<file path="config.mk">
export PLATFORM = sky130hd
export DESIGN_NAME = sbes_e_strobe
export DESIGN_NICKNAME = d
export VERILOG_FILES = /design/src/verilog/sbes_clk_div.v /design/src/verilog/sbes_e_strobe.v
export VERILOG_INCLUDE_DIRS = /design/src /design/src/verilog
export SDC_FILE = /design/constraint.sdc
export NUM_CORES = 1
export LEC_CHECK = 0
export ABC_AREA = 0
export CORE_AREA = 4 4 41 43
export CTS_CLUSTER_DIAMETER = 40
export DETAILED_ROUTE_END_ITERATION = 7
export DIE_AREA = 0 0 45 47
export DONT_BUFFER_PORTS = 1
export PLACE_DENSITY = 0.4
export SLEW_MARGIN = 20
export SYNTH_ARGS = -nofsm -noshare
export SYNTH_HDL_FRONTEND = slang
export SYNTH_SLANG_ARGS = --single-unit
</file>
<file path="constraint.sdc">
create_clock -name i_clk -period 2.9 [get_ports i_clk]
set_clock_uncertainty 0.15 [all_clocks]
set_input_delay 0.29 -clock i_clk [delete_from_list [all_inputs] [get_ports i_clk]]
set_output_delay 0.29 -clock i_clk [all_outputs]
set_load 0.02 [all_outputs]
</file>
<file path="src/verilog/sbes_consts.vh">
// Purpose: Constants for the secondary bus E strobe generator
// Assumes: One clock i_clk (input clock); system clock is half of it
// Notes: Cycle type and phase encodings shared by both design files
`ifndef SBES_CONSTS_VH
`define SBES_CONSTS_VH

// Clock rate of i_clk
`define SBES_CLK_HZ 10000000
// Input clock division ratio to system clock
`define SBES_DIV_RATIO 2

// Bus cycle type codes
`define SBES_CYC_W 3
`define SBES_CYC_IDLE 3'h0
`define SBES_CYC_FETCH 3'h1
`define SBES_CYC_MEM 3'h2
`define SBES_CYC_IORD 3'h3
`define SBES_CYC_IOWR 3'h4
`define SBES_CYC_NMIACK 3'h5
`define SBES_CYC_INTACK 3'h6

// Bus state codes, one per system clock period
`define SBES_TS_W 3
`define SBES_TS_T1 3'h1
`define SBES_TS_T2 3'h2
`define SBES_TS_TW 3'h3
`define SBES_TS_T3 3'h4
`define SBES_TS_OTHER 3'h0

// Half period index within a system clock period
`define SBES_PH_RISE 1'h0
`define SBES_PH_FALL 1'h1

// Free running strobe: system clock periods per high or low phase in low-power modes
`define SBES_FREE_HI_W 2
`define SBES_FREE_HI_SLOW 2'h2
`define SBES_FREE_HI_FAST 2'h1
`define SBES_FREE_LO 2'h1

`endif

</file>
<file path="src/verilog/sbes_clk_div.v">
// Purpose: Halve the input clock into a system clock phase
// Assumes: Synchronous active low reset
// Notes: o_phase low marks the first half (system clock high)
`timescale 1ns/10ps
`default_nettype none
`include "sbes_consts.vh"

module sbes_clk_div (
  input wire i_clk,
  input wire i_reset_n,
  output wire o_phase,
  output wire o_sys_clk
);

  reg phase_reg;
  wire phase_next;

  assign phase_next = ~phase_reg;

  // Toggle on each rising input edge
  always @(posedge i_clk) begin
    if (!i_reset_n) begin
      phase_reg <= `SBES_PH_RISE;
    end else begin
      phase_reg <= phase_next;
    end
  end

  assign o_phase = phase_reg;
  assign o_sys_clk = ~phase_reg;

endmodule // sbes_clk_div

`default_nettype wire

</file>
<file path="src/verilog/sbes_e_strobe.v">
// Purpose: E strobe generator for the secondary peripheral bus
// Assumes: Bus state and cycle type inputs change on system clock rising half only
// Notes: One i_clk cycle is half a system clock period
// Functional notes
// - The system clock is the input clock divided by two.
// - Each wait state in fetch, memory or I/O cycles lengthens the strobe high time by one period.
// - An I/O cycle without wait states keeps the strobe low throughout.
// - Fetch and memory cycles hold the strobe high from the T2 rise to the T3 fall.
// - I/O read holds the strobe high from the first wait state rise to the T3 fall.
// - I/O write holds the strobe high from the first wait state rise to the T3 rise.
// - The first cycle of a non-maskable acknowledge is high from T2 rise to T3 fall.
// - The first cycle of a maskable zero acknowledge is high from first wait rise to T3 fall.
// - In bus release, sleep or stop mode the strobe free-runs, high between falling edges for 2 or 1 periods.
`timescale 1ns/10ps
`default_nettype none
`include "sbes_consts.vh"

module sbes_e_strobe (
  input wire i_clk,
  input wire i_reset_n,
  input wire [`SBES_CYC_W-1:0] i_machine_cycle,
  input wire [`SBES_TS_W-1:0] i_bus_state,
  input wire i_first_wait_state_tick,
  input wire i_free_run,
  input wire i_free_run_fast,
  output wire o_sys_clk,
  output wire o_phase,
  output wire o_e_strobe
);

  localparam ST_BUS = 1'b0;
  localparam ST_FREE = 1'b1;

  wire phase;
  reg e_reg;
  reg e_next;
  reg state_reg;
  reg state_next;
  reg [`SBES_FREE_HI_W-1:0] cnt_reg;
  reg [`SBES_FREE_HI_W-1:0] cnt_next;
  reg hi_in_window;
  reg after_wait_reg;
  reg after_wait_next;
  reg free_e_next;
  reg t3_first_half;
  reg hi_mem;
  reg hi_io_rd;
  reg hi_io_wr;

  sbes_clk_div u_div (
    .i_clk(i_clk),
    .i_reset_n(i_reset_n),
    .o_phase(phase),
    .o_sys_clk(o_sys_clk)
  );

  // Wait state seen flag, cleared at T1
  always @* begin
    after_wait_next = after_wait_reg;
    if (i_bus_state == `SBES_TS_T1) begin
      after_wait_next = 1'b0;
    end
    if (i_bus_state == `SBES_TS_TW && i_first_wait_state_tick) begin
      after_wait_next = 1'b1;
    end
  end

  // First half of T3
  always @* begin
    t3_first_half = (i_bus_state == `SBES_TS_T3) && (phase == `SBES_PH_RISE);
  end

  // Fetch, memory and non-maskable acknowledge window
  always @* begin
    case (i_bus_state)
      `SBES_TS_T2: begin
        hi_mem = 1'b1;
      end
      `SBES_TS_TW: begin
        hi_mem = 1'b1;
      end
      `SBES_TS_T3: begin
        hi_mem = t3_first_half;
      end
      default: begin
        hi_mem = 1'b0;
      end
    endcase
  end

  // I/O read and maskable acknowledge window
  always @* begin
    case (i_bus_state)
      `SBES_TS_TW: begin
        hi_io_rd = 1'b1;
      end
      `SBES_TS_T3: begin
        hi_io_rd = t3_first_half && after_wait_reg;
      end
      default: begin
        hi_io_rd = 1'b0;
      end
    endcase
  end

  // I/O write window ends at T3 rise
  always @* begin
    case (i_bus_state)
      `SBES_TS_TW: begin
        hi_io_wr = 1'b1;
      end
      default: begin
        hi_io_wr = 1'b0;
      end
    endcase
  end

  // Select by cycle type
  always @* begin
    case (i_machine_cycle)
      `SBES_CYC_FETCH, `SBES_CYC_MEM, `SBES_CYC_NMIACK: begin
        hi_in_window = hi_mem;
      end
      `SBES_CYC_IORD, `SBES_CYC_INTACK: begin
        hi_in_window = hi_io_rd;
      end
      `SBES_CYC_IOWR: begin
        hi_in_window = hi_io_wr;
      end
      default: begin
        hi_in_window = 1'b0;
      end
    endcase
  end

  // Free run toggle, only at system clock falling edges
  always @* begin
    free_e_next = e_reg;
    cnt_next = cnt_reg;
    if (state_reg == ST_BUS) begin
      cnt_next = `SBES_FREE_LO;
    end else if (phase == `SBES_PH_FALL) begin
      if (cnt_reg == `SBES_FREE_HI_FAST) begin
        free_e_next = ~e_reg;
        if (!e_reg) begin
          cnt_next = i_free_run_fast ? `SBES_FREE_HI_FAST : `SBES_FREE_HI_SLOW;
        end else begin
          cnt_next = `SBES_FREE_LO;
        end
      end else begin
        cnt_next = cnt_reg - `SBES_FREE_HI_FAST;
      end
    end
  end

  // Mode select and strobe source
  always @* begin
    state_next = state_reg;
    e_next = 1'b0;
    case (state_reg)
      ST_BUS: begin
        e_next = hi_in_window;
        if (i_free_run && phase == `SBES_PH_FALL) begin
          state_next = ST_FREE;
        end
      end
      ST_FREE: begin
        e_next = free_e_next;
        if (!i_free_run && phase == `SBES_PH_FALL) begin
          state_next = ST_BUS;
          e_next = 1'b0;
        end
      end
      default: begin
        state_next = ST_BUS;
      end
    endcase
  end

  // Strobe for the half cycle that begins at this edge
  always @(posedge i_clk) begin
    if (!i_reset_n) begin
      e_reg <= 1'b0;
    end else begin
      e_reg <= e_next;
    end
  end

  // Mode register
  always @(posedge i_clk) begin
    if (!i_reset_n) begin
      state_reg <= ST_BUS;
    end else begin
      state_reg <= state_next;
    end
  end

  // Free run counter
  always @(posedge i_clk) begin
    if (!i_reset_n) begin
      cnt_reg <= `SBES_FREE_LO;
    end else begin
      cnt_reg <= cnt_next;
    end
  end

  // Wait state seen flag
  always @(posedge i_clk) begin
    if (!i_reset_n) begin
      after_wait_reg <= 1'b0;
    end else begin
      after_wait_reg <= after_wait_next;
    end
  end

  assign o_phase = phase;
  assign o_e_strobe = e_reg;

endmodule // sbes_e_strobe

`default_nettype wire

</file>
==> metrics.yaml, run 1 <==
post_dp_cell_area_um2: 372
cts_setup_buffers: 0
clock_sinks: 6
synth.area.top_cells: "dfxtp_1 33%, nor2b_1 6.9%, o211ai_1 6.2%, mux2i_1 5.5%, nand2b_1 5.2%"
clk_latency_ps: 240
ys_warn_count: 0
relSlewSlack_pct: 65.6
fin_crit_sh_pct: 54.7
max_stage_delay_ps: 640
worst_pin_slew_ps: 515
cts_buffers: 3
track_usage_pct: 8.23
synth_fp_nets: 56
drv_cap: 0
grt_first_pass_wirelength_um: 1150
syn_inst: 44
hold_viol: 0
io_pins: 14
cts-root-buf: "clkbuf_4"
layout-drive-gt1-share_pct: 8.51
clkTransAtPathRegs_ps: 40
cts_tree: "yes"
whs_ps: 40.7
grt_max_degree: 10
hold_class: "in2reg"
finalSetupViolations: 0
synth_top_area_share_pct: 33.0
cp_top_family: "flip-flops"
gp_congestion: 0.747
critPathLaunchType: "flop"
cp-end-kind: "output pin"
drt-wirelength-per-cell_um: 12.9
rsz0062_at_grt: "no"
cp.arrival_ps: 1150
die_area_um2: 2120
synth_top_area_cell: "dfxtp_1"
dieHeight_um: 47
tns_ps: 0
antenna_cells: 0
ys_ff_latch: 6
place_inst: 58
slew_viol_final: 0
crit_chain: "inv_1"
ctsHoldBuffers: 1
grt_pass1_vias: 282
worstPathMaxFanout: 9
port_buffers: 0
start_util_pct: 28.0
ctsResizeCount: 0
max_freq_mhz: 630
ir_worst_vdd_mv: 0.204
drt-total-wl_um: 797
ys_types: 19
die_w_um: 45
drtIter0Drc: 4
synth-async-reset-ratio_pct: 0
syn2layout_area_growth_pct: 11.0
cts_buffer_depth: 2
antenna_found_initial: 0
p_per_area_nw_per_um2: 466
firstDrtPassIters: 3
yosysMostFrequentCell: "dfxtp_1"
cp_slowest_cell: "dfxtp_1"
cts_max_level: 1
ant_nets: 0
viasPerCell: 4.97
vias: 308
worst-path-buf-inv: 1
power_mw: 0.188
final_cells: 62
seq_area_frac_synth_pct: 33.0
ys.flop_type: "dfxtp_1"
overflow: 0
synth-edff-count: 0
row_count: 13
nNetsFinal: 61
final_cell_area_um2: 404
status: "finished, final reports clean"
p_leak_nw: 0.159
place_hpwl_um: 656
path_class: "reg2out"
synth.avg_cell_area_um2: 8.27
coreArea_um2: 1300
cp.required_ps: 2460
synthTopCellsByCount: "6 x dfxtp_1, 4 x nand2_1, 4 x nor2b_1"
r2r_slack_ps: 1380
period_minus_slack_ps: 1590
synth_area_um2: 364
drc: 0
==> final timing paths <==
| check | from | end | depth (start not counted) |
|---|---|---|---|
| worst min register to register | flop | cnt_reg[0] | 1 |
| worst min-delay path | i_reset_n | u_div.o_phase | 1 |
| worst max-delay path | u_div.o_phase | o_sys_clk | 1 |
| worst max register to register | u_div.o_phase | o_e_strobe | 4 |
==> cell usage in the layout (no fill, tap or decap) <==
master / netlist / routed
dfxtp_1: 6 / 6
nand2_1: 4 / 4
nor2b_1: 4 / 4
inv_1: 3 / 3
nand2b_1: 3 / 3
o211ai_1: 3 / 3
o21ai_0: 3 / 3
a21oi_1: 3 / 3
nor2_1: 3 / 3
clkbuf_4: 0 / 3
a31oi_1: 2 / 2
mux2i_1: 2 / 2
or3b_1: 1 / 1
and3_1: 1 / 1
nor4b_2: 1 / 1
and3b_1: 1 / 1
nand3_1: 1 / 1
o311a_1: 1 / 1
ha_1: 1 / 1
dlygate4sd3_1: 0 / 1
==> stage by stage <==
stage	setup slack, ps	utilization [%]
after floorplan	1530	-
after global placement	1390	28.6
after detailed placement	1380	28.6
after CTS	1300	31.1
after global routing	1250	31.1
final	1310	31.1
==> worst reg2reg max path, stage by stage (launching register included) <==
cell	delay (ps)
dfxtp_1	640
nor4b_2	110
a31oi_1	160
a21oi_1	60
o311a_1	280
==> kinds of logic (layout without fill, tap and decap cells) <==
family,Yosys count,in the layout,share of synthesized area (%)
buf+inv,4,7,6.19
fa+ha+maj,1,1,3.44
flops,6,6,33.0
simple gates,19,19,31.3
mux,2,2,5.50
compound gates,12,12,20.6
==> power by group <==
group / total, mW / leakage [nW] / switching (mW) / internal (mW)
Sequential: 0.0947 / 0.0491 / 0.00804 / 0.0867
Combinational: 0.0206 / 0.0957 / 0.00920 / 0.0114
Clock: 0.0730 / 0.0138 / 0.0265 / 0.0466
Total: 0.188 / 0.159 / 0.0437 / 0.145
==> per-layer routing <==
metal | GRT usage [%] | routed length, µm
met2 | 13.0 | 400
met5 | 0 | 0
met3 | 6.13 | 54
met1 | 8.22 | 343
met4 | 3.51 | 0
==> final cells by class <==
class / instances / area, µm²
Fill cell: 153 / 897
Multi-Input combinational cell: 34 / 221
Sequential cell: 6 / 120
Clock buffer: 3 / 22.5
Tap cell: 15 / 18.8
Inverter: 3 / 11.3
Timing Repair Buffer: 1 / 10.0
(Power assumes the default switching activity.)
==> inputs of run 2 (changes only) <==
--- a/config.mk
+++ b/config.mk
@@ -12,7 +12,7 @@
 export DETAILED_ROUTE_END_ITERATION = 7
 export DIE_AREA = 0 0 45 47
 export DONT_BUFFER_PORTS = 1
-export PLACE_DENSITY = 0.4
+export PLACE_DENSITY = 0.41
 export SLEW_MARGIN = 20
 export SYNTH_ARGS = -nofsm -noshare
 export SYNTH_HDL_FRONTEND = slang
==> constraint.sdc (replaced) <==
create_clock -name i_clk -period 1.4 [get_ports i_clk]
set_clock_uncertainty 0.15 [all_clocks]
set_input_delay 0.14 -clock i_clk [delete_from_list [all_inputs] [get_ports i_clk]]
set_output_delay 0.14 -clock i_clk [all_outputs]
set_load 0.02 [all_outputs]
==> run 2 against run 1 <==
First-iteration DRC count grew 50%. Sequential power grew 99%. Die area is the same. Count of clock-buffer cells in the layout is the same. Combinational power grew to 3.9 times the previous value. Clock power grew 120%. Sequential share of layout area shrank 5.3 points. Design area grew 24%. Global-route usage grew 1.6 points. Critical endpoint is now cnt_reg[0]. Largest cell class unchanged.
==> metrics.yaml, run 2 (same netlist as run 1, synthesis figures left out) <==
clk_latency_ps: 250  # about the same
cts_setup_buffers: 0  # unchanged
switchingPower_mw: 0.108  # +150%
p_seq_share_pct: 43.8  # -6.5 points
r2r_slack_ps: 6  # -1370 ps
clock_sinks: 6  # unchanged
coreArea_um2: 1300  # unchanged
post_dp_cell_area_um2: 409  # +10%
hold_class: "in2reg"
firstDrtPassIters: 4  # +1
power_frac_comb_pct: 18.6  # +7.7 points
max_stage_delay_ps: 380  # -260 ps
die_area_um2: 2120  # unchanged
cts_max_level: 1  # unchanged
path_class: "reg2reg"
r2r_cells: 5  # +1
timing.rr.start: "cnt_reg[1]"
layout-drive-gt1-share_pct: 26.8  # +18 points
switching_share_pct: 25.2  # +2.0 points
cts-root-buf: "clkbuf_4"
slew_viol_final: 0  # unchanged
clkTransAtPathRegs_ps: 50  # about the same
cp-end-kind: "flop"
worstPathMaxFanout: 5  # -4
internal-power_mw: 0.321  # +120%
worst_slack_ps: 6.35  # -1310 ps
worst-path-buf-inv: 1  # unchanged
n_fill_cell: 143  # -6.5%
syn2layout_area_growth_pct: 38.1
drtIter0Drc: 6  # +2
hold_viol: 0  # unchanged
hp-start: "i_bus_state[2]"
final_cell_area_um2: 503  # +24%
drt-wirelength-per-cell_um: 13.6  # +5.8%
grt_max_degree: 7  # -3
hold_depth: 3  # +2
overflow: 0  # unchanged
drv_cap: 0  # unchanged
status: "finished, final reports clean"
fin_crit_sh_pct: 99.5
io_pins: 14  # unchanged
cp_top_family: "simple AND/OR/NAND/NOR gates"
p_per_area_nw_per_um2: 854  # +83%
gp_congestion: 0.743  # -0.56%
dieHeight_um: 47  # unchanged
p_leak_nw: 0.199  # +26%
ant_nets: 0  # unchanged
nNetsFinal: 70  # +15%
port_buffers: 0  # unchanged
antenna_found_initial: 0  # unchanged
vias: 351  # +14%
track_usage_pct: 9.79  # +1.6 points
cp.required_ps: 1370  # -1090 ps
start_util_pct: 28.0  # unchanged
finalSetupViolations: 0  # unchanged
cts_tree: "yes"
place_hpwl_um: 681  # +3.7%
max_freq_mhz: 718
drc: 0  # unchanged
cts_buffers: 3  # unchanged
cp.arrival_ps: 1360  # +210 ps
critPathLaunchType: "flop"
relSlewSlack_pct: 87.1  # +22 points
ir_worst_vdd_mv: 0.470  # +130%
period_minus_slack_ps: 1390
whs_endpoint: "after_wait_reg"
clkPwrFrac_pct: 37.7  # -1.1 points
grt_pass1_vias: 378  # +34%
antenna_cells: 0  # unchanged
drt-total-wl_um: 966  # +21%
dp_slack_ps: -41.5  # -1420 ps
cp_slowest_cell: "or3b_4"
die_w_um: 45  # unchanged
cts_buffer_depth: 2  # unchanged
row_count: 13  # unchanged
crit_chain: "inv_2 -> ha_4 -> or3b_4 -> a21oi_2 -> o211ai_1"
grt_first_pass_wirelength_um: 1430  # +24%
worst_pin_slew_ps: 192  # -322 ps
viasPerCell: 4.94  # -0.48%
final_cell_mix: "5 x dlygate4sd3_1, 5 x buf_4, 4 x nand2_1, 4 x nor2b_1, 4 x dfxtp_1"
rsz0062_at_grt: "yes"
regToRegEndpoint: "cnt_reg[0]"
==> run 2: changes by cell type in the layout (fill, tap and decap cells not counted), sizes merged <==
cell / change
buf: +5
dlygate4sd3: +4
==> run 2: area by class of cell <==
type                       instances  area [µm²]  share of cell area (%)
timing repair buffer              10        87.6                    17.4
sequential                         6         123                    24.4
clock buffer                       3        22.5                    4.48
tap                               15        18.8                    3.73
multi-input combinational         34         240                    47.8
inverter                           3        11.3                    2.24
==> run 2: timing repair <==
item	in CTS	in global routing
endpoints found under the hold margin	6	0
cloned	0	0
gates resized for setup	4	4
hold buffers	5	0
setup endpoints to repair	1	2
==> run 2: tightest hold or removal path, cell delays in order <==
cell     delay (ps)
nor2b_1          30
a21oi_1         140
nor2_1           50
==> run 2: stage by stage <==
stage	hold WS [ps]	util, %	power (mW)	setup TNS, ps	cells
5_1_grt	33.1	38.7	0.459	-31.9	71
4_1_cts	11.5	38.1	0.431	0	71
3_5_place_dp	88.8	31.4	0.252	-41.5	63
3_3_place_gp	80.5	31.4	0.249	0	63
2_1_floorplan	78.9	-	0.235	0	44
6_report	10.6	38.7	0.430	0	71
==> run 2: metal layers <==
metal  GRT usage (%)  wire (µm)  part of all wire [%]  vias up
met5               0          0                     0        -
met4            7.02          0                     0        0
met3            4.21         48                   5.0        0
met2            16.1        525                    54        8
met1            10.0        393                    41      160
li1                -          -                     -      183
==> run 2: worst max-delay path by stage <==
stage | start | slack (ps) | cells after the start | to
CTS | cnt_reg[1] | 0.2 | 5 | cnt_reg[0]
global route | cnt_reg[1] | -30 | 5 | cnt_reg[0]
global placement | cnt_reg[1] | 8 | 5 | cnt_reg[0]
finish | cnt_reg[1] | 6 | 5 | cnt_reg[0]
floorplan | cnt_reg[0] | 30 | 4 | cnt_reg[0]
detailed placement | cnt_reg[1] | -40 | 5 | cnt_reg[0]
==> run 2: power by group through the flow <==
| stage | registers (mW) | clock network [mW] | logic [mW] |
|---|---|---|---|
| 6_report | 0.188 | 0.162 | 0.0797 |
| 5_1_grt | 0.189 | 0.183 | 0.0870 |
| 3_3_place_gp | 0.190 | 0 | 0.0590 |
| 4_1_cts | 0.188 | 0.167 | 0.0758 |
| 2_1_floorplan | 0.193 | 0 | 0.0427 |
| 3_5_place_dp | 0.191 | 0 | 0.0611 |
==> inputs of run 3 (changes only) <==
--- a/config.mk
+++ b/config.mk
@@ -6,13 +6,13 @@
 export SDC_FILE = /design/constraint.sdc
 export NUM_CORES = 1
 export LEC_CHECK = 0
-export ABC_AREA = 0
+export ABC_AREA = 1
 export CORE_AREA = 4 4 41 43
 export CTS_CLUSTER_DIAMETER = 40
 export DETAILED_ROUTE_END_ITERATION = 7
 export DIE_AREA = 0 0 45 47
 export DONT_BUFFER_PORTS = 1
-export PLACE_DENSITY = 0.41
+export PLACE_DENSITY = 0.4
 export SLEW_MARGIN = 20
 export SYNTH_ARGS = -nofsm -noshare
 export SYNTH_HDL_FRONTEND = slang
==> run 3 against run 2 <==
Sequential cell count is the same. Fmax grew 8.7%. Clock power about the same. Critical path type is now reg2out. Critical endpoint is now o_sys_clk. Largest power group unchanged.
==> metrics.yaml, run 3 <==
status: "finished, final reports clean"
drtIter0Drc: 6  # unchanged
grt_use_met1_pct: 10.3  # +0.30 points
fin_crit_sh_pct: 91.6  # -8.0 points
place_hpwl_um: 610  # -10%
yosysMostFrequentCell: "nand2_1"
grt_use_met2_pct: 14.4  # -1.7 points
clk_latency_ps: 240  # about the same
cp_top_family: "flip-flops"
nNetsFinal: 85  # +21%
antenna_cells: 0  # unchanged
gp_congestion: 0.695  # -6.5%
cts-root-buf: "clkbuf_4"
synth_top_family_by_area: "simple AND/OR/NAND/NOR gates"
grt_busiest_layer: "met2"
cts_buffers: 3  # unchanged
critPathLaunchType: "flop"
worst-path-stages: 2  # -3
grt_max_degree: 8  # +1
cp.required_ps: 1110  # -260 ps
finalSetupViolations: 0  # unchanged
die_w_um: 45  # unchanged
synth-xor-area-share_pct: 0  # unchanged
hold_viol: 0  # unchanged
final_cell_mix: "19 x nand2_1, 10 x inv_1, 7 x a21oi_1"
cts_tree: "yes"
synth_adder_area_share_pct: 3.52  # +0.085 points
drc: 0  # unchanged
ys_types: 10  # -9
drv_cap: 0  # unchanged
p_leak_nw: 0.235  # +18%
ys.flop_type: "dfxtp_1"
antenna_found_initial: 0  # unchanged
start_util_pct: 27.3  # -0.67 points
clkTransAtPathRegs_ps: 40  # about the same
layout_commonest_cell: "nand2_1"
synth_area_um2: 355  # -2.4%
muxShareOfSynthArea_pct: 0  # -5.5 points
synth-edff-count: 0  # unchanged
synth.area.top_cells: "dfxtp_1 34%, nand2_1 20%, inv_1 11%, a21oi_1 9.9%, o21ai_0 8.5%"
ys_ff_latch: 6  # unchanged
whs_ps: 28.3  # +17.7 ps
tns_ps: 0  # unchanged
synth-compound-area-share_pct: 20.4  # -0.20 points
period_minus_slack_ps: 1280  # -112 ps
syn_inst: 59  # +34%
synthTopCellsByCount: "19 x nand2_1, 10 x inv_1, 7 x a21oi_1"
coreArea_um2: 1300  # unchanged
worst-path-buf-inv: 2  # +1
grt_first_pass_wirelength_um: 1360  # -4.8%
final_cell_area_um2: 482  # -4.2%
hold_class: "in2reg"
viasPerCell: 4.50  # -9.0%
max_stage_delay_ps: 440  # +60 ps
power_mw: 0.421  # -2.1%
layout-drive-gt1-share_pct: 9.86  # -17 points
row_count: 13  # unchanged
r2r_cells: 8  # +3
synthSimpleGateAreaFrac_pct: 31.7  # +0.42 points
synth_top_area_cell: "dfxtp_1"
dieHeight_um: 47  # unchanged
drt-wirelength-per-cell_um: 9.19  # -32%
r2r_slack_ps: 170  # +160 ps
synth.avg_cell_area_um2: 6.02  # -27%
overflow: 0  # unchanged
syn2layout_area_growth_pct: 35.6
cts_max_level: 1  # unchanged
p_per_area_nw_per_um2: 873  # +2.2%
firstDrtPassIters: 4  # unchanged
cp.arrival_ps: 990  # -370 ps
ir_worst_vdd_mv: 0.355  # -24%
worst_pin_slew_ps: 234  # +41.6 ps
die_area_um2: 2120  # unchanged
io_pins: 14  # unchanged
seq_area_frac_synth_pct: 33.8  # +0.81 points
post_dp_cell_area_um2: 397  # -3.1%
grt_use_met3_pct: 3.45  # -0.77 points
port_buffers: 0  # unchanged
track_usage_pct: 9.03  # -0.77 points
vias: 387  # +10%
clock_sinks: 6  # unchanged
synth_top_area_share_pct: 33.8  # +0.81 points
hold_depth: 4  # +1
max_freq_mhz: 780  # +8.7%
path_class: "reg2out"
drt-total-wl_um: 790  # -18%
rsz0062_at_grt: "no"
cp-end-kind: "output pin"
ant_nets: 0  # unchanged
relSlewSlack_pct: 84.4  # -2.8 points
cp_slowest_cell: "dfxtp_1"
slew_viol_final: 0  # unchanged
ys_warn_count: 0  # unchanged
crit_chain: "inv_1 -> buf_4"
n_fill_cell: 142  # -0.70%
grt_pass1_vias: 350  # -7.4%
worstPathMaxFanout: 7  # +2
synth_fp_nets: 71  # +27%
cts_buffer_depth: 2  # unchanged
synth-async-reset-ratio_pct: 0  # unchanged
-- run 3: per-layer routing --
| layer | share of wire, % | vias up |
|---|---|---|
| met2 | 41 | 12 |
| met4 | 2.0 | 0 |
| li1 | - | 211 |
| met5 | 0 | - |
| met3 | 10 | 2 |
| met1 | 46 | 162 |
-- run 3: cell type report --
class                           count  area, µm²  share of cell area, %
Sequential cell                     6        120                   24.9
Tap cell                           15       18.8                   3.90
Inverter                           10       37.5                   7.79
Clock buffer                        3       22.5                   4.68
Multi-Input combinational cell     43        198                   41.0
Timing Repair Buffer                9       85.1                   17.7
-- run 3: logic make-up (layout without fill, tap and decap cells) --
group                      count (synthesis)  count (layout)
DFF                                        6               6
AOI/OAI and AO/OA                         14              14
buffers and inverters                     10              22
adders and majority gates                  1               1
and+or+nand+nor                           28              28
-- run 3: worst paths after layout --
kind                         from             end
setup / recovery    u_div.o_phase       o_sys_clk
hold / removal    i_free_run_fast      cnt_reg[0]
setup reg to reg       cnt_reg[0]      o_e_strobe
hold reg to reg    after_wait_reg  after_wait_reg
-- run 3: per-stage QoR --
step	util (%)	worst slack (ps)	cells
CTS	36.8	44.4	86
finish	37.0	118	86
detailed placement	30.5	137	77
global placement	30.5	140	77
floorplan	-	186	59
global route	37.0	2.67	86
-- run 3: power breakdown --
| part | total [mW] | internal, mW | switching [mW] |
|---|---|---|---|
| clock | 0.159 | 0.0970 | 0.0621 |
| sequential | 0.187 | 0.179 | 0.00779 |
| combinational | 0.0747 | 0.0357 | 0.0390 |
-- run 3: worst min-delay path, delay by kind of cell --
kind             cells  cell delay (ps)
AND/OR/NAND/NOR      2              100
AO/OA/AOI/OAI        2              150
-- run 3: what timing repair did --
item / 4_1_cts / 5_1_grt
hold buffers: 6 / 0
setup buffers: 0 / 0
hold endpoints to repair: 6 / 0
endpoints found under the setup margin: 0 / 2
resized for setup: 0 / 2
